**src/pkg/frrl_pkg.sv**
```systemverilog
// fault retry response logic: shared constants, field layout, types
// assumes a register-write port from the pmbus command decoder upstream
package frrl_pkg;
  // ****************************************************************
  // register map
  // ****************************************************************
  localparam logic [7:0] FRRL_CMD_RESPONSE = 8'hc4; // response byte command code
  localparam logic [7:0] FRRL_CMD_TIME_UNIT = 8'hd2; // delay time-unit register code
  localparam logic [7:0] FRRL_RESPONSE_RESET = 8'h00; // response byte after reset
  localparam logic [15:0] FRRL_UNIT_RESET = 16'h0001; // time unit (clocks) after reset
  // ****************************************************************
  // field layout
  // ****************************************************************
  localparam int FRRL_RESP_HI = 7; // response field msb
  localparam int FRRL_RESP_LO = 6; // response field lsb
  localparam int FRRL_RETRY_HI = 5; // retry field msb
  localparam int FRRL_RETRY_LO = 3; // retry field lsb
  localparam int FRRL_DELAY_HI = 2; // delay field msb
  localparam int FRRL_DELAY_LO = 0; // delay field lsb
  localparam logic [1:0] FRRL_RESP_IGNORE = 2'h0; // keep running
  localparam logic [1:0] FRRL_RESP_CONTINUE = 2'h1; // run for delay then retry
  localparam logic [1:0] FRRL_RESP_DISABLE_RETRY = 2'h2; // shut down then retry
  localparam logic [1:0] FRRL_RESP_LATCH = 2'h3; // off until cleared
  localparam logic [2:0] FRRL_RETRY_NONE = 3'h0; // no restart
  localparam logic [2:0] FRRL_RETRY_FOREVER = 3'h7; // restart without limit
  localparam int FRRL_CNT_W = 24; // delay counter width (128 x 16-bit unit)
  // ****************************************************************
  // types
  // ****************************************************************
  typedef struct packed {
    logic [1:0] response; // action on fault
    logic [2:0] retries; // restart count code
    logic [2:0] delay; // power-of-two delay code
  } frrl_resp_t;
  typedef struct packed {
    logic wr; // one-cycle write strobe
    logic [7:0] cmd; // command code
    logic [15:0] data; // write data, byte commands use low bits
  } frrl_wr_t;
  typedef enum logic [2:0] {
    FRRL_RUN, FRRL_CONT_WAIT, FRRL_OFF_WAIT, FRRL_RESTART, FRRL_LATCHED
  } frrl_state_t;
endpackage

```
**src/rtl/frrl_core.sv**
```systemverilog
// fault retry response logic: response register and retry sequencer
// assumes fault, restart_ok and clear inputs are synchronous to clk
`timescale 1ns/100ps
`default_nettype none
module frrl_core (
  // clock and reset
  input wire logic clk,
  input wire logic nrst,
  // register write port
  input wire frrl_pkg::frrl_wr_t wr_port,
  // fault and power-stage status
  input wire logic fault,
  input wire logic restart_ok,
  input wire logic other_fault,
  // clearing actions
  input wire logic clear_bit,
  input wire logic clear_faults,
  input wire logic cmd_off,
  input wire logic bias_lost,
  // outputs
  output frrl_pkg::frrl_resp_t response_rd,
  output logic [15:0] time_unit_rd,
  output logic output_enable,
  output logic restart_pulse,
  output logic fault_latched,
  output logic [2:0] attempts
);
  import frrl_pkg::*;
  // ****************************************************************
  // helpers
  // ****************************************************************
  // delay in clocks: unit shifted by the delay code
  function automatic logic [FRRL_CNT_W-1:0] delay_clocks(input logic [2:0] code,
                                                          input logic [15:0] unit);
    delay_clocks = FRRL_CNT_W'(unit) << code;
  endfunction
  // ****************************************************************
  // registers
  // ****************************************************************
  frrl_resp_t cfg; // input_overvoltage_warning_response
  logic [15:0] unit; // delay time unit in clocks
  frrl_resp_t next_cfg;
  logic [15:0] next_unit;
  // register writes by command code
  always_comb begin
    next_cfg = cfg;
    next_unit = unit;
    if (wr_port.wr && wr_port.cmd == FRRL_CMD_RESPONSE) begin
      next_cfg = frrl_resp_t'(wr_port.data[7:0]);
    end
    if (wr_port.wr && wr_port.cmd == FRRL_CMD_TIME_UNIT) begin
      next_unit = wr_port.data;
    end
  end
  always_ff @(posedge clk or negedge nrst) begin
    if (!nrst) begin
      cfg <= frrl_resp_t'(FRRL_RESPONSE_RESET);
      unit <= FRRL_UNIT_RESET;
    end else begin
      cfg <= next_cfg;
      unit <= next_unit;
    end
  end
  assign response_rd = cfg;
  assign time_unit_rd = unit;
  // ****************************************************************
  // sequencer
  // ****************************************************************
  frrl_state_t state; // sequencer state
  frrl_state_t next_state;
  logic [2:0] tries; // restarts made
  logic [2:0] next_tries;
  logic next_oe;
  logic next_pulse;
  logic tmr_start; // load delay timer
  logic tmr_done; // delay ended
  logic cleared; // any clearing action
  logic limit_hit; // permitted restarts used up
  assign cleared = clear_bit | clear_faults | cmd_off | bias_lost;
  assign limit_hit = (cfg.retries != FRRL_RETRY_FOREVER) && (tries >= cfg.retries);
  // next state of the fault sequencer
  always_comb begin
    next_state = state;
    next_tries = tries;
    next_oe = output_enable;
    next_pulse = 1'b0;
    tmr_start = 1'b0;
    case (state)
      // normal operation
      FRRL_RUN: begin
        next_oe = 1'b1;
        next_tries = '0;
        if (fault) begin
          case (cfg.response)
            FRRL_RESP_IGNORE: next_state = FRRL_RUN;
            FRRL_RESP_CONTINUE: begin
              tmr_start = 1'b1;
              next_state = FRRL_CONT_WAIT;
            end
            FRRL_RESP_DISABLE_RETRY: begin
              next_oe = 1'b0;
              if (cfg.retries == FRRL_RETRY_NONE) begin
                next_state = FRRL_LATCHED;
              end else begin
                tmr_start = 1'b1;
                next_state = FRRL_OFF_WAIT;
              end
            end
            default: begin
              next_oe = 1'b0;
              next_state = FRRL_LATCHED;
            end
          endcase
        end
      end
      // still running through the continue delay
      FRRL_CONT_WAIT: begin
        if (!fault) begin
          next_state = FRRL_RUN;
        end else if (tmr_done) begin
          next_oe = 1'b0;
          if (cfg.retries == FRRL_RETRY_NONE) begin
            next_state = FRRL_LATCHED;
          end else begin
            tmr_start = 1'b1;
            next_state = FRRL_OFF_WAIT;
          end
        end
      end
      // off, waiting out spacing before a restart
      FRRL_OFF_WAIT: begin
        next_oe = 1'b0;
        if (cmd_off || bias_lost || other_fault) begin
          next_state = FRRL_LATCHED;
        end else if (tmr_done) begin
          next_oe = 1'b1;
          next_pulse = 1'b1;
          next_tries = tries + 3'h1;
          tmr_start = 1'b1;
          next_state = FRRL_RESTART;
        end
      end
      // restart attempt under way
      FRRL_RESTART: begin
        if (restart_ok) begin
          next_state = FRRL_RUN;
        end else if (cmd_off || bias_lost || other_fault) begin
          next_oe = 1'b0;
          next_state = FRRL_LATCHED;
        end else if (tmr_done) begin
          next_oe = 1'b0;
          if (limit_hit) begin
            next_state = FRRL_LATCHED;
          end else begin
            next_oe = 1'b1;
            next_pulse = 1'b1;
            next_tries = (tries == 3'h7) ? tries : tries + 3'h1;
            tmr_start = 1'b1;
          end
        end
      end
      // off until clear_bit or clear_faults, with cmd_off and bias_lost low
      FRRL_LATCHED: begin
        next_oe = 1'b0;
        if (cleared && !cmd_off && !bias_lost) begin
          next_state = FRRL_RUN;
        end
      end
      default: begin
        next_state = FRRL_LATCHED;
        next_oe = 1'b0;
      end
    endcase
  end
  always_ff @(posedge clk or negedge nrst) begin
    if (!nrst) begin
      state <= FRRL_RUN;
      tries <= '0;
      output_enable <= 1'b1;
      restart_pulse <= 1'b0;
    end else begin
      state <= next_state;
      tries <= next_tries;
      output_enable <= next_oe;
      restart_pulse <= next_pulse;
    end
  end
  assign fault_latched = (state == FRRL_LATCHED);
  assign attempts = tries;
  // ****************************************************************
  // delay timer
  // ****************************************************************
  frrl_timer u_timer (
    .clk(clk),
    .nrst(nrst),
    .start(tmr_start),
    .stop(state == FRRL_RUN && !tmr_start),
    .count(delay_clocks(cfg.delay, unit)),
    .done(tmr_done)
  );
endmodule
`default_nettype wire

```
**src/rtl/frrl_timer.sv**
```systemverilog
// fault retry response logic: delay timer
// assumes start is a one-cycle pulse; count is fixed while running
`timescale 1ns/100ps
`default_nettype none
module frrl_timer (
  // clock and reset
  input wire logic clk,
  input wire logic nrst,
  // control
  input wire logic start,
  input wire logic stop,
  input wire logic [frrl_pkg::FRRL_CNT_W-1:0] count,
  // status
  output logic done
);
  import frrl_pkg::*;
  // ****************************************************************
  // counter
  // ****************************************************************
  logic [FRRL_CNT_W-1:0] remain; // clocks left
  logic busy; // timer running
  logic [FRRL_CNT_W-1:0] next_remain;
  logic next_busy;
  logic next_done;
  // next state of the down counter
  always_comb begin
    next_remain = remain;
    next_busy = busy;
    next_done = 1'b0;
    if (stop) begin
      next_busy = 1'b0;
    end else if (start) begin
      next_remain = count;
      next_busy = 1'b1;
    end else if (busy) begin
      if (remain <= FRRL_CNT_W'(1)) begin
        next_busy = 1'b0;
        next_done = 1'b1;
      end else begin
        next_remain = remain - FRRL_CNT_W'(1);
      end
    end
  end
  // register the counter
  always_ff @(posedge clk or negedge nrst) begin
    if (!nrst) begin
      remain <= '0;
      busy <= 1'b0;
      done <= 1'b0;
    end else begin
      remain <= next_remain;
      busy <= next_busy;
      done <= next_done;
    end
  end
endmodule
`default_nettype wire

```
**config.mk**
```make
export PLATFORM = sky130hd
export DESIGN_NAME = frrl_core
export DESIGN_NICKNAME = d
export VERILOG_FILES = /design/src/pkg/frrl_pkg.sv /design/src/rtl/frrl_core.sv /design/src/rtl/frrl_timer.sv
export SDC_FILE = /design/constraint.sdc
export NUM_CORES = 1
export LEC_CHECK = 0
export CAP_MARGIN = 20
export CORE_MARGIN = 3
export CORE_UTILIZATION = 40
export DETAILED_ROUTE_END_ITERATION = 6
export DONT_BUFFER_PORTS = 1
export RECOVER_POWER = 25
export SYNTH_ARGS = -nofsm -noshare
export SYNTH_HDL_FRONTEND = slang
export SYNTH_SLANG_ARGS = --single-unit
```
**constraint.sdc**
```tcl
create_clock -name clk -period 4.45 [get_ports clk]
set_clock_uncertainty 0.1 [all_clocks]
set_input_delay 0 -clock clk [delete_from_list [all_inputs] [get_ports clk]]
set_output_delay 0 -clock clk [all_outputs]
set_load 0.02 [all_outputs]
```
* Yosys cells after proc, flatten, opt, wreduce, memory -nomap -nowiden
Index checks and enable logic that the tools add are counted.
** Storage, ports and cells
- Bits in writable memories :: 0
- ROM bits :: 0
- Logic and storage cells :: 121
- Bits in latches :: 0
- Output and inout port bits :: 30
- Memories :: 0
- Flip-flop bits (word level) :: 58
** Cells by class
- Multiplexer cells :: 53
- Shift operators :: 1
- Multiply operators :: 0
- Bitwise logic cells :: 4
- Add/subtract/negate cells :: 2
- Eq/ne operators :: 27
- Divide/modulo/power cells :: 0
- Order comparisons :: 2
- Reductions and logical operators :: 21
** Operators with widths (number)
- 24-bit two-way mux :: 3
- 3-bit two-way mux :: 18
- 1-bit two-way mux :: 25
- 24-bit by 1-bit <= comparator with 1-bit output, second input constant :: 1
- 16-bit by 3-bit left shift with 24-bit output :: 1
- 24-bit by 1-bit subtractor with 24-bit output, second input constant :: 1
- 3-bit case mux with 3 select lines :: 2
- 8-bit == test, second input constant :: 2
- 2-bit != test, second input constant :: 8
- 3-bit case mux with 5 select lines :: 1
- 3-bit by 2-bit != test with 1-bit output, second input constant :: 3
- 2-bit by 1-bit != test with 1-bit output, second input constant :: 4
- 1-bit case mux with 4 select lines :: 2
- 8-bit AND reduction :: 1
- 3-bit by 2-bit == test with 1-bit output, second input constant :: 2
- 3-bit == test, second input constant :: 2
- 1-bit logical AND :: 6
- 3-bit logical NOT :: 2
- 6-bit AND reduction :: 1
- 4-bit by 3-bit != test with 1-bit output, second input constant :: 1
- 4-bit != test, second input constant :: 1
- 1-bit case mux with 2 select lines :: 2
- 4-bit AND reduction :: 1
- 3-bit by 1-bit adder with 3-bit output, second input constant :: 1
- 14 further kinds :: 19

* Depth between registers and ports, before layout
Gate-level depths: netlist of the first run.
- Depth after elaboration :: 11
- Mapped depth :: 10
- Depth with buffers taken out :: 8

* Cells and area by module
Synthesis of the first run repeated with hierarchy kept, for this count alone.
** Second synthesis, totals
- Cell total of the unflattened synthesis :: 446
- Area total of the unflattened synthesis :: 4026.4 µm²
** By module, submodules not included
- frrl_core :: area each 2362.3 µm², cells an instance 245, sequential area each 803.3 µm², times used 1
- frrl_timer :: area each 1664.1 µm², cells an instance 201, sequential area each 650.6 µm², times used 1

* Least setup slack after synthesis of the first run
No wires, ideal clock.
- Path type :: register to register
- Start :: reg cfg (netlist bit response_rd[6])
- End :: reg u_timer.remain[3]
- Setup time :: 124 ps
- Slack :: 1793 ps
- Buffers on the path :: 0
- Data arrival time :: 2434 ps
- Period minus slack after synthesis :: 2657 ps
- Required time :: 4226 ps
- Stages on the path, launching flop included :: 9
- Cell sequence :: dfrtp_1 -> inv_1 -> ha_1 -> nand3b_1 -> a2111oi_1 -> a211oi_1 -> or2_4 -> o41a_2 -> o31a_1
** Between the ends
- Longest elaborated chain between the ends :: 8
- Elaborated cells on any way between the ends :: 12
- Those cells by class :: eq/ne: 3; mux: 4; bitwise: 1; reduce/logical: 4
** Ends and longest elaborated chain
- from (decl) :: line frrl_core.sv:40 : frrl_resp_t cfg;
- from (signal assigned) :: line frrl_core.sv:57 : cfg <= frrl_resp_t'(FRRL_RESPONSE_RESET);
- from (signal assigned) :: line frrl_core.sv:60 : cfg <= next_cfg;
- 2-bit == test or 2-bit by 1-bit == test with 1-bit output (tied branches) :: line frrl_core.sv:94 : case (cfg.response)
- 1-bit case mux with 2 select lines * :: line frrl_core.sv:94
- 1-bit two-way mux * :: line frrl_core.sv:93 : if (fault) begin
- 1-bit case mux with 4 select lines * :: line frrl_core.sv:88 : case (state)
- 1-bit logical NOT :: line frrl_core.sv:197 : .stop(state == FRRL_RUN && !tmr_start),
- 1-bit logical AND :: line frrl_core.sv:197
- 1-bit inverter (no line)
- 3-bit AND reduction (no line)
- to (signal assigned) :: line frrl_timer.sv:51 : remain <= next_remain;
- to (decl) :: line frrl_timer.sv:20 : logic [FRRL_CNT_W-1:0] remain;
Mark *: on every way between the ends. The rest lies on a longest branch, timed or not.
A chain may end at the register's enable or synchronous reset.

==> results of run 1 <==
[worst register-to-register path, stage by stage, from the launching register on]
cell	delay, ns
sky130_fd_sc_hd__dfrtp_1	0.56
sky130_fd_sc_hd__inv_1	0.11
sky130_fd_sc_hd__ha_1	0.32
sky130_fd_sc_hd__nand3b_1	0.08
sky130_fd_sc_hd__a2111oi_1	0.56
sky130_fd_sc_hd__a211oi_2	0.28
sky130_fd_sc_hd__or2_4	0.35
sky130_fd_sc_hd__o41a_2	0.38
sky130_fd_sc_hd__o31a_1	0.24
[cells by family after synthesis]
| logic type | count (synthesis) | synth area share [%] |
|---|---|---|
| buf+inv | 37 | 4.07 |
| compound gates | 64 | 11.8 |
| xor+xnor | 16 | 3.71 |
| fa+ha+maj | 12 | 3.97 |
| mux | 66 | 18.6 |
| simple gates | 141 | 19.4 |
| flops | 58 | 38.5 |
[per-stage QoR]
stage,setup slack (ns),cell area [um2],hold WS (ns),power [mW],instances
after CTS,1.19,4320,0.00942,1.50,524
final,1.26,4350,0.00724,1.49,528
after detailed placement,1.22,3840,-0.393,0.943,482
after floorplan,1.79,3780,-0.396,0.876,394
after global routing,0.672,4350,0.0293,1.58,528
after global placement,1.26,3840,-0.393,0.940,482
[worst max path at each step]
stage                                    start                        endpoint  slack, ns  depth (start not counted)
finish                                    nrst  u_timer.remain[10]$_DFFE_PN0P_       1.26                          2
global route                              nrst  u_timer.remain[13]$_DFFE_PN0P_       0.67                          2
CTS                 response_rd[5]$_DFFE_PN0P_  u_timer.remain[19]$_DFFE_PN0P_       1.19                          9
detailed placement  response_rd[5]$_DFFE_PN0P_  u_timer.remain[19]$_DFFE_PN0P_       1.22                          9
global placement    response_rd[5]$_DFFE_PN0P_  u_timer.remain[19]$_DFFE_PN0P_       1.26                          9
floorplan           response_rd[6]$_DFFE_PN0P_   u_timer.remain[3]$_DFFE_PN0P_       1.79                          8
[state kept, by name (all words and copies together), names as in the netlist]
| signal | flops |
|---|---|
| u_timer.remain | 24 |
| time_unit_rd | 16 |
| response_rd | 8 |
| attempts | 3 |
| state | 3 |
| output_enable | 1 |
| restart_pulse | 1 |
| u_timer.busy | 1 |
| u_timer.done | 1 |
[layout make-up]
class | count | area, um2 | share of cell area (%)
Multi-Input combinational cell | 299 | 2180 | 50.2
Clock buffer | 12 | 155 | 3.57
Tap cell | 108 | 135 | 3.11
Timing Repair Buffer | 31 | 308 | 7.08
Clock inverter | 4 | 50.0 | 1.15
Inverter | 16 | 60.1 | 1.38
Sequential cell | 58 | 1450 | 33.5
[power breakdown]
part | switching, mW | internal [mW]
registers | 0.0968 | 0.577
clock network | 0.221 | 0.288
logic | 0.173 | 0.134
[metal layers]
| layer | track usage (%) | wire (um) | vias to the layer above |
|---|---|---|---|
| li1 | - | - | 1483 |
| met1 | 25.5 | 4240 | 1458 |
| met2 | 28.4 | 4170 | 100 |
| met3 | 5.43 | 642 | 9 |
| met4 | 4.68 | 102 | 0 |
| met5 | 0 | 0 | - |
[cell usage after synthesis, types with 4 or more instances]
master / number / area, um2
sky130_fd_sc_hd__dfrtp_1: 56 / 1400
sky130_fd_sc_hd__nand2_1: 35 / 131
sky130_fd_sc_hd__mux2_2: 33 / 372
sky130_fd_sc_hd__mux2i_1: 33 / 330
sky130_fd_sc_hd__nor2_1: 26 / 97.6
sky130_fd_sc_hd__o21ai_0: 19 / 95.1
sky130_fd_sc_hd__nor3_1: 16 / 80.1
sky130_fd_sc_hd__clkbuf_1: 15 / 56.3
sky130_fd_sc_hd__inv_1: 15 / 56.3
sky130_fd_sc_hd__a21oi_1: 14 / 70.1
sky130_fd_sc_hd__nor4_1: 14 / 87.6
sky130_fd_sc_hd__xnor2_1: 13 / 114
sky130_fd_sc_hd__ha_1: 12 / 150
sky130_fd_sc_hd__nand3_1: 10 / 50.1
sky130_fd_sc_hd__or4_1: 6 / 45.0
sky130_fd_sc_hd__and3_1: 5 / 31.3
sky130_fd_sc_hd__o31a_1: 5 / 43.8
sky130_fd_sc_hd__a211oi_1: 4 / 30.0
sky130_fd_sc_hd__and2_1: 4 / 25.0
sky130_fd_sc_hd__or3_1: 4 / 25.0
[what timing repair did]
item / 4_1_cts / 5_1_grt
setup endpoints to repair: 0 / 0
hold buffers: 26 / 2
setup buffers: 0 / 0
endpoints found under the hold margin: 86 / 5
==> metrics.txt, run 1 <==
global-route wire length before repair 15.3 mm; gate count of the mapped netlist 394; clock edge transition at the registers on the reported setup and hold paths 0.07 ns; Max FO, Critical Path 58; net count of the mapped netlist 440; via count of the first global-routing pass 3010; via total after detailed routing 3050; Worst Tran Pin Value 3.17 ns; setup slack on the worst flop-to-flop path 1.37 ns; area growth from synthesis to layout 15.0%; failing checks capacitance limit, slew limit; CTS HTree Levels 3; clock buffer count from CTS 9; leakage component of the power 1.72 nW; number of rows in the core area 34; category of the worst setup path capture point async pin; flop and latch count out of synthesis 58; Max-slew headroom -111%; maximum number of pins on one net before global-route repair 59; GRT Util Overall 18.4%; slowest cell on the critical path sky130_fd_sc_hd__clkbuf_1; Max Transition Viols Final 59; layout cell share with drive strength beyond 1 15.5%; Total Nets Final 461; total congestion overflow 0; r2r endpoint u_timer.remain[3]$_DFFE_PN0P_; WL/cell 17.3 um; DIE WIDTH 103 um; TNS Setup 0 ns; first-pass detailed-route iteration total 6; diodes inserted 0; class of the tightest hold or removal check in -> reg; most common flop cell mapped by yosys sky130_fd_sc_hd__dfrtp_1; commonest non-fill, non-tap cell in the layout sky130_fd_sc_hd__dfrtp_1; Buf+Inv Stages, Crit Path 2; worst-skew pair later-pin latency 0.34 ns; antenna violations before repair 0; root cell of the clock tree sky130_fd_sc_hd__clkbuf_8; mean instance size in the synthesized netlist 9.59 um2; delay-heaviest family, CP buffers and inverters; Residual DRC 0; final hold violation count 0; Worst path max stage delay 2.24 ns; worst hold path startpoint wr_port[22]; highest-count cells in the layout ignoring fill and taps sky130_fd_sc_hd__dfrtp_1, sky130_fd_sc_hd__nand2_1, sky130_fd_sc_hd__mux2i_1, sky130_fd_sc_hd__mux2_2, sky130_fd_sc_hd__dlygate4sd3_1; total I/O pin count 64; Netlist cell types 52; cell area after synthesis 3780 um2; worst hold endpoint time_unit_rd[4]$_DFFE_PN0P_; number of clock sinks 58; power density cells 343 nW/um2; setup violation total in the final timing report 0; signal arrival time at the worst endpoint 2.83 ns; CP Cell Sequence dlygate4sd3_1 -> clkbuf_1; worst setup path class in -> async; Worst Reg-to-Reg Cells 8; Die ar. 10600 um2; number of enable flip-flop cells after synthesis 0; DP Wirelength 6.49 mm; DRT Wirelength 9.16 mm; core occupancy in the finished layout 48.6%; share of the cycle needed by the critical path after routing 71.6%; setup repair after global routing missed its margin false; sequential share of the synthesized area 38.5%; startpoint of the lowest-slack register-to-register path response_rd[6]$_DFFE_PN0P_; Initial Util 42.3%; critical path launch point type input pin; Worst Hold Depth 3; fill cell total of the finished layout 809; CP required 4.09 ns; Port Buf Inserts 0; Max clock buf depth 2; height of the chip 103 um; area of the core 8930 um2; Highest Clock Rate 0.314 GHz; Max-Cap Viols 1; proportion of synthesized flip-flops having asynchronous set or reset 100%; number of violations reported at the end of detailed-routing iteration 0 166; post_cts resized 0; routability-driven placement congestion ratio 0.837; DRT antenna net count 0; yosys warns 0; Max IR drop VDD 0.000193 V; run status finished with violations; via density per instance 5.78; minimum clock period after layout 3.19 ns; clock tree from TritonCTS built
(Power assumes the default switching activity.)
==> inputs of run 2 (changes only) <==
Clock period 4.45 ns to 3.1 ns, I/O delays scaled along.
==> run 2 against run 1 <==
- the run now ends clean
- power increased by 39%
- count of clock-buffer cells in the layout is 1 lower
- flip-flop and latch count stayed put
- combinational power grew 59%
- routed wire length is 0.55% higher
- first-iteration DRC count fell by 12%
- non-clock buffer count rose by 8
- hold slack better by 0.0085 ns
- largest power group unchanged
==> metrics.txt, run 2 (synthesis results as in run 1) <==
Residual DRC 0; Post-Route Hold Slack 0.0157 ns; post-route setup slack 0.234 ns; first-pass detailed-route iteration total 4; signal arrival time at the worst endpoint 3.05 ns; number of buffers inserted to repair setup after CTS 0; design area 4360 um2; critical path launch point type flip-flop; root cell of the clock tree sky130_fd_sc_hd__clkbuf_8; CP Cell Sequence and3_1 -> o31ai_1 -> dlygate4sd3_1 -> o21ai_0 -> a311o_1 -> o21ai_0 -> dlygate4sd3_1; Initial Util 42.3%; class of the tightest hold or removal check in -> reg; logic depth of the worst path, buffers included 7; CTS HTree Levels 3; Total Nets Final 469; delay-heaviest family, CP buffers and inverters; fin cells 536; Worst Hold Depth 3; antenna violations before repair 0; Placed Instances 496; maximum number of pins on one net before global-route repair 59; global-route wire length before repair 15.5 mm; Max-Cap Viols 0; DRT Wirelength 9.21 mm; max FFs per register 24; area of the core 8930 um2; Port Buf Inserts 0; Buf+Inv Stages, Crit Path 2; post-placement cell area 3950 um2; setup repair after global routing missed its margin false; setup violation total in the final timing report 0; total congestion overflow 0; final hold violation count 0; Worst path max stage delay 0.59 ns; Reg with most FFs u_timer.remain; Worst Reg-to-Reg Cells 7; area growth from synthesis to layout 15.4%; DP Wirelength 6.71 mm; run status completed; WL/cell 17.2 um; height of the chip 103 um; Max-slew headroom 4.76%; GRT Util Overall 18.8%; Max clock buf depth 2; power density cells 475 nW/um2; via count of the first global-routing pass 3139; clock tree from TritonCTS built; commonest non-fill, non-tap cell in the layout sky130_fd_sc_hd__dfrtp_1; routability-driven placement congestion ratio 0.832; clock edge transition at the registers on the reported setup and hold paths 0.07 ns; Die ar. 10600 um2; via total after detailed routing 3050; category of the worst setup path capture point flip-flop; Max IR drop VDD 0.000298 V; worst setup path class reg -> reg; total power after layout 2.07 mW; Max FO, Critical Path 12; minimum clock period after layout 2.87 ns; leakage component of the power 1.75 nW; clock buffer count from CTS 9; number of clock sinks 58; via density per instance 5.69; worst slack, placed 0.275 ns; Highest Clock Rate 0.349 GHz; layout cell share with drive strength beyond 1 18.9%; CP required 3.28 ns; slowest cell on the critical path sky130_fd_sc_hd__dlygate4sd3_1; number of rows in the core area 34; DIE WIDTH 103 um; Worst Tran Pin Value 1.43 ns; TNS Setup 0 ns; worst-skew pair later-pin latency 0.35 ns; core occupancy in the finished layout 48.8%; Max Transition Viols Final 0; DRT antenna net count 0; highest-count cells in the layout ignoring fill and taps sky130_fd_sc_hd__dfrtp_1, sky130_fd_sc_hd__nand2_1, sky130_fd_sc_hd__mux2i_1, sky130_fd_sc_hd__mux2_2, sky130_fd_sc_hd__nor2_1; total I/O pin count 64; diodes inserted 0; share of the cycle needed by the critical path after routing 92.4%; number of violations reported at the end of detailed-routing iteration 0 146
-- run 2: repair_timing --
item,CTS,global route
gates resized for setup,0,2
setup endpoints to repair,0,1
hold buffers,23,0
hold endpoints to repair,86,0
-- run 2: layout make-up --
type	instances	area [um2]
Fill cell	850	4580
Multi-Input combinational cell	299	2180
Sequential cell	58	1460
Timing Repair Buffer	39	352
Clock buffer	11	141
Tap cell	108	135
Inverter	16	60.1
Clock inverter	5	30.0
-- run 2: worst register-to-register path: stages (launching register included) --
cell and delay (ns):
sky130_fd_sc_hd__dfrtp_1 0.52, sky130_fd_sc_hd__and3_1 0.34, sky130_fd_sc_hd__o31ai_1 0.10, sky130_fd_sc_hd__dlygate4sd3_1 0.59, sky130_fd_sc_hd__o21ai_0 0.08, sky130_fd_sc_hd__a311o_1 0.32, sky130_fd_sc_hd__o21ai_0 0.18, sky130_fd_sc_hd__dlygate4sd3_1 0.57
-- run 2: power by group --
part,internal [mW],switching [mW]
Clock,0.307,0.313
Sequential,0.829,0.131
Combinational,0.226,0.262
Total,1.36,0.707
-- run 2: per-layer routing --
layer  up-vias  GRT usage, %  routed length (um)
met5         -             0                   0
met4         0          6.87                 171
met3        17          5.30                 605
met2        88          29.2                4150
met1      1438          25.0                4280
li1       1507             -                   -
-- run 2: worst paths after layout --
check | end | slack [ns] | from
min in group asynchronous | time_unit_rd[10]$_DFFE_PN0P_ | 0.46 | nrst
worst max register to register | state[2]$_DFFE_PN0P_ | 0.23 | state[2]$_DFFE_PN0P_
max in group asynchronous | state[1]$_DFFE_PN0P_ | 1.47 | nrst
worst max-delay path | state[2]$_DFFE_PN0P_ | 0.23 | state[2]$_DFFE_PN0P_
worst min register to register | output_enable$_DFFE_PN1P_ | 0.43 | output_enable$_DFFE_PN1P_
worst min-delay path | attempts[2]$_DFFE_PN0P_ | 0.02 | restart_ok
==> inputs of run 3 (changes only) <==
Settings changed: CELL_PAD_IN_SITES_DETAIL_PLACEMENT set to 1, CELL_PAD_IN_SITES_GLOBAL_PLACEMENT set to 1, CTS_BUF_LIST set to sky130_fd_sc_hd__clkbuf_8, PLACE_DENSITY_LB_ADDON set to 0.1, SYNTH_HIERARCHICAL set to 1.
==> run 3 against run 2 <==
- the run now ends with capacitance limit, slew limit left
- combinational power decreased by 27%
- largest cell class unchanged
- power increased by 0.81%
- first-iteration DRC count is 6.8% lower
- synthesized cell count grew 13%
- critical endpoint is now u_timer/remain[20]$_DFFE_PN0P_
- utilization grew 2.2 points
- flip-flop and latch count stayed put
- cell area increased by 11%
- routed wire length is 38% higher
- register-to-register slack is essentially flat
==> metrics.txt, run 3 <==
proportion of synthesized flip-flops having asynchronous set or reset 100%; DRT antenna net count 0; maximum number of pins on one net before global-route repair 59; DP Wirelength 8.65 mm; setup repair after global routing missed its margin false; number of clock sinks 58; WL/cell 20.3 um; DIE WIDTH 106 um; sequential share of the synthesized area 36.1%; CP Cell Sequence buf_4 -> o31a_1 -> o2111ai_1 -> o31ai_1 -> nor3_2 -> nor2_2 -> nor2_1 -> nand2_1 -> o41ai_4 -> buf_4 -> buf_6 -> a21oi_1 -> o22a_1; routability-driven placement congestion ratio 0.810; commonest non-fill, non-tap cell in the layout sky130_fd_sc_hd__dfrtp_1; via count of the first global-routing pass 3913; GRT Util Overall 23.2%; Highest Clock Rate 0.351 GHz; worst-skew pair later-pin latency 0.36 ns; max FFs per register 24; setup violation total in the final timing report 0; topmost layer with routed signal wires met4; Residual DRC 0; number of rows in the core area 35; leakage component of the power 2.12 nW; Max-slew headroom -0.871%; class of the tightest hold or removal check in -> reg; minimum clock period after layout 2.85 ns; layout cell share with drive strength beyond 1 20.8%; most area-consuming cells after synthesis sky130_fd_sc_hd__dfrtp_1, sky130_fd_sc_hd__mux2_2, sky130_fd_sc_hd__nor2_1, sky130_fd_sc_hd__o21ai_0, sky130_fd_sc_hd__mux2i_1; Worst Tran Pin Value 1.51 ns; total met2 wirelength after detailed routing 6.48 mm; gate count of the mapped netlist 446; run status finished with violations; Max clock buf depth 2; flop and latch count out of synthesis 58; highest-count cells in the layout ignoring fill and taps sky130_fd_sc_hd__dfrtp_1, sky130_fd_sc_hd__nor2_1, sky130_fd_sc_hd__nand2_1; Die ar. 11300 um2; most common flop cell mapped by yosys sky130_fd_sc_hd__dfrtp_1; Port Buf Inserts 0; delay-heaviest family, CP compound AO/OA/AOI/OAI gates; CP required 3.24 ns; net count of the mapped netlist 490; Post-Route Hold Slack 0.0195 ns; Met1 Wirelength 5.63 mm; Netlist cell types 64; clock buffer count from CTS 9; share of the cycle needed by the critical path after routing 92.0%; Initial Util 42.4%; detailed route wirelength on metal3 341 um; clock tree from TritonCTS built; Max FO, Critical Path 13; first-pass detailed-route iteration total 6; total congestion overflow 0; signal arrival time at the worst endpoint 2.99 ns; final hold violation count 0; clock edge transition at the registers on the reported setup and hold paths 0.07 ns; dominant cell by count in the synthesized netlist sky130_fd_sc_hd__dfrtp_1; Max IR drop VDD 0.000245 V; Max-Cap Viols 1; DRT Wirelength 12.7 mm; CTS HTree Levels 3; total I/O pin count 64; antenna violations before repair 0; cell area after synthesis 4030 um2; height of the chip 106 um; power density cells 430 nW/um2; Reg with most FFs u_timer/remain; area of the core 9500 um2; category of the worst setup path capture point flip-flop; root cell of the clock tree sky130_fd_sc_hd__clkbuf_8; Max Transition Viols Final 59; portion of synthesized cell area occupied by the leading cell type 34.8%; via density per instance 5.90; failing checks capacitance limit, slew limit; yosys warns 6; Buf+Inv Stages, Crit Path 3; Total Nets Final 534; slowest cell on the critical path sky130_fd_sc_hd__dfrtp_1; worst setup path class reg -> reg; area growth from synthesis to layout 20.3%; global-route wire length before repair 20.9 mm; Yosys top cell by area sky130_fd_sc_hd__dfrtp_1; TNS Setup 0 ns; critical path launch point type flip-flop; most instantiated cells after synthesis sky130_fd_sc_hd__dfrtp_1, sky130_fd_sc_hd__nor2_1, sky130_fd_sc_hd__nand2_1; mean instance size in the synthesized netlist 9.03 um2; via total after detailed routing 3679; number of enable flip-flop cells after synthesis 0; number of violations reported at the end of detailed-routing iteration 0 136; critical path's most frequent cell sky130_fd_sc_hd__buf_4; Worst path max stage delay 0.38 ns; diodes inserted 0
==> run 3: changes by cell type in the layout (fill, tap and decap cells not counted), moves of 9 or more <==
cell	previous run	this run
sky130_fd_sc_hd__a21oi_1	14	24
sky130_fd_sc_hd__nor2_1	26	50
sky130_fd_sc_hd__buf_4	15	29
sky130_fd_sc_hd__xnor2_1	13	0
sky130_fd_sc_hd__mux2i_1	33	16
sky130_fd_sc_hd__o21ai_0	18	34
sky130_fd_sc_hd__dlygate4sd3_1	22	31
==> run 3: through the flow <==
stage	cell area [um2]	worst slack, ns	power, mW	std cells	util, %
2_1_floorplan	4030	0.0279	1.06	446	-
3_3_place_gp	4250	0.195	1.15	573	44.7
3_5_place_dp	4250	0.0985	1.16	573	44.7
4_1_cts	4830	0.0249	2.10	621	50.8
5_1_grt	4840	0.0338	2.18	624	51.0
6_report	4840	0.249	2.08	624	51.0
==> run 3: cells by family after synthesis <==
logic type	Yosys count	synth area share [%]
muxes	55	16.5
and+or+nand+nor	154	19.0
adders and majority gates	10	3.11
other	1	0.0931
AOI/OAI and AO/OA	119	19.8
DFF	58	36.1
buffers and inverters	49	5.50
==> run 3: worst paths after layout <==
check,start,cells past startpoint,slack (ns),endpoint
setup reg to reg,response_rd[5]$_DFFE_PN0P_,13,0.25,u_timer/remain[20]$_DFFE_PN0P_
max in group asynchronous,nrst,2,1.48,u_timer/remain[11]$_DFFE_PN0P_
hold / removal,other_fault,4,0.02,output_enable$_DFFE_PN1P_
hold reg to reg,u_timer/remain[23]$_DFFE_PN0P_,1,0.41,u_timer/remain[23]$_DFFE_PN0P_
setup / recovery,response_rd[5]$_DFFE_PN0P_,13,0.25,u_timer/remain[20]$_DFFE_PN0P_
min in group asynchronous,nrst,2,0.51,state[1]$_DFFE_PN0P_
==> run 3: routing by layer <==
layer  vias to the layer above  global-route usage, %
met5                         -                      0
met2                        51                   39.8
li1                       1738                      -
met3                        21                   4.37
met4                         0                   7.68
met1                      1869                   29.3
==> run 3: power breakdown <==
part           switching (mW)  leakage (nW)  internal (mW)
clock                   0.352         0.111          0.532
sequential             0.0544         0.772          0.792
combinational           0.194          1.24          0.160
==> run 3: layout make-up <==
type                            instances  area [um2]
Fill cell                            1105        4660
Multi-Input combinational cell        339        2360
Sequential cell                        58        1450
Timing Repair Buffer                   63         552
Tap cell                              129         161
Clock buffer                            9         124
Clock inverter                          7         118
Inverter                               19        77.6
==> run 3: timing repair <==
item / 4_1_cts / 5_1_grt
gates resized for setup: 0 / 6
setup buffers: 0 / 2
endpoints found under the hold margin: 87 / 0
hold buffers: 32 / 0
setup endpoints to repair: 0 / 23
==> run 3: worst reg2reg max path: stages (launching register included) <==
cell,delay (ns)
sky130_fd_sc_hd__dfrtp_1,0.38
sky130_fd_sc_hd__buf_4,0.18
sky130_fd_sc_hd__o31a_1,0.30
sky130_fd_sc_hd__o2111ai_1,0.18
sky130_fd_sc_hd__o31ai_1,0.13
sky130_fd_sc_hd__nor3_2,0.17
sky130_fd_sc_hd__nor2_2,0.07
sky130_fd_sc_hd__nor2_1,0.15
sky130_fd_sc_hd__nand2_1,0.12
sky130_fd_sc_hd__o41ai_4,0.32
sky130_fd_sc_hd__buf_4,0.21
sky130_fd_sc_hd__buf_6,0.16
sky130_fd_sc_hd__a21oi_1,0.07
sky130_fd_sc_hd__o22a_1,0.21
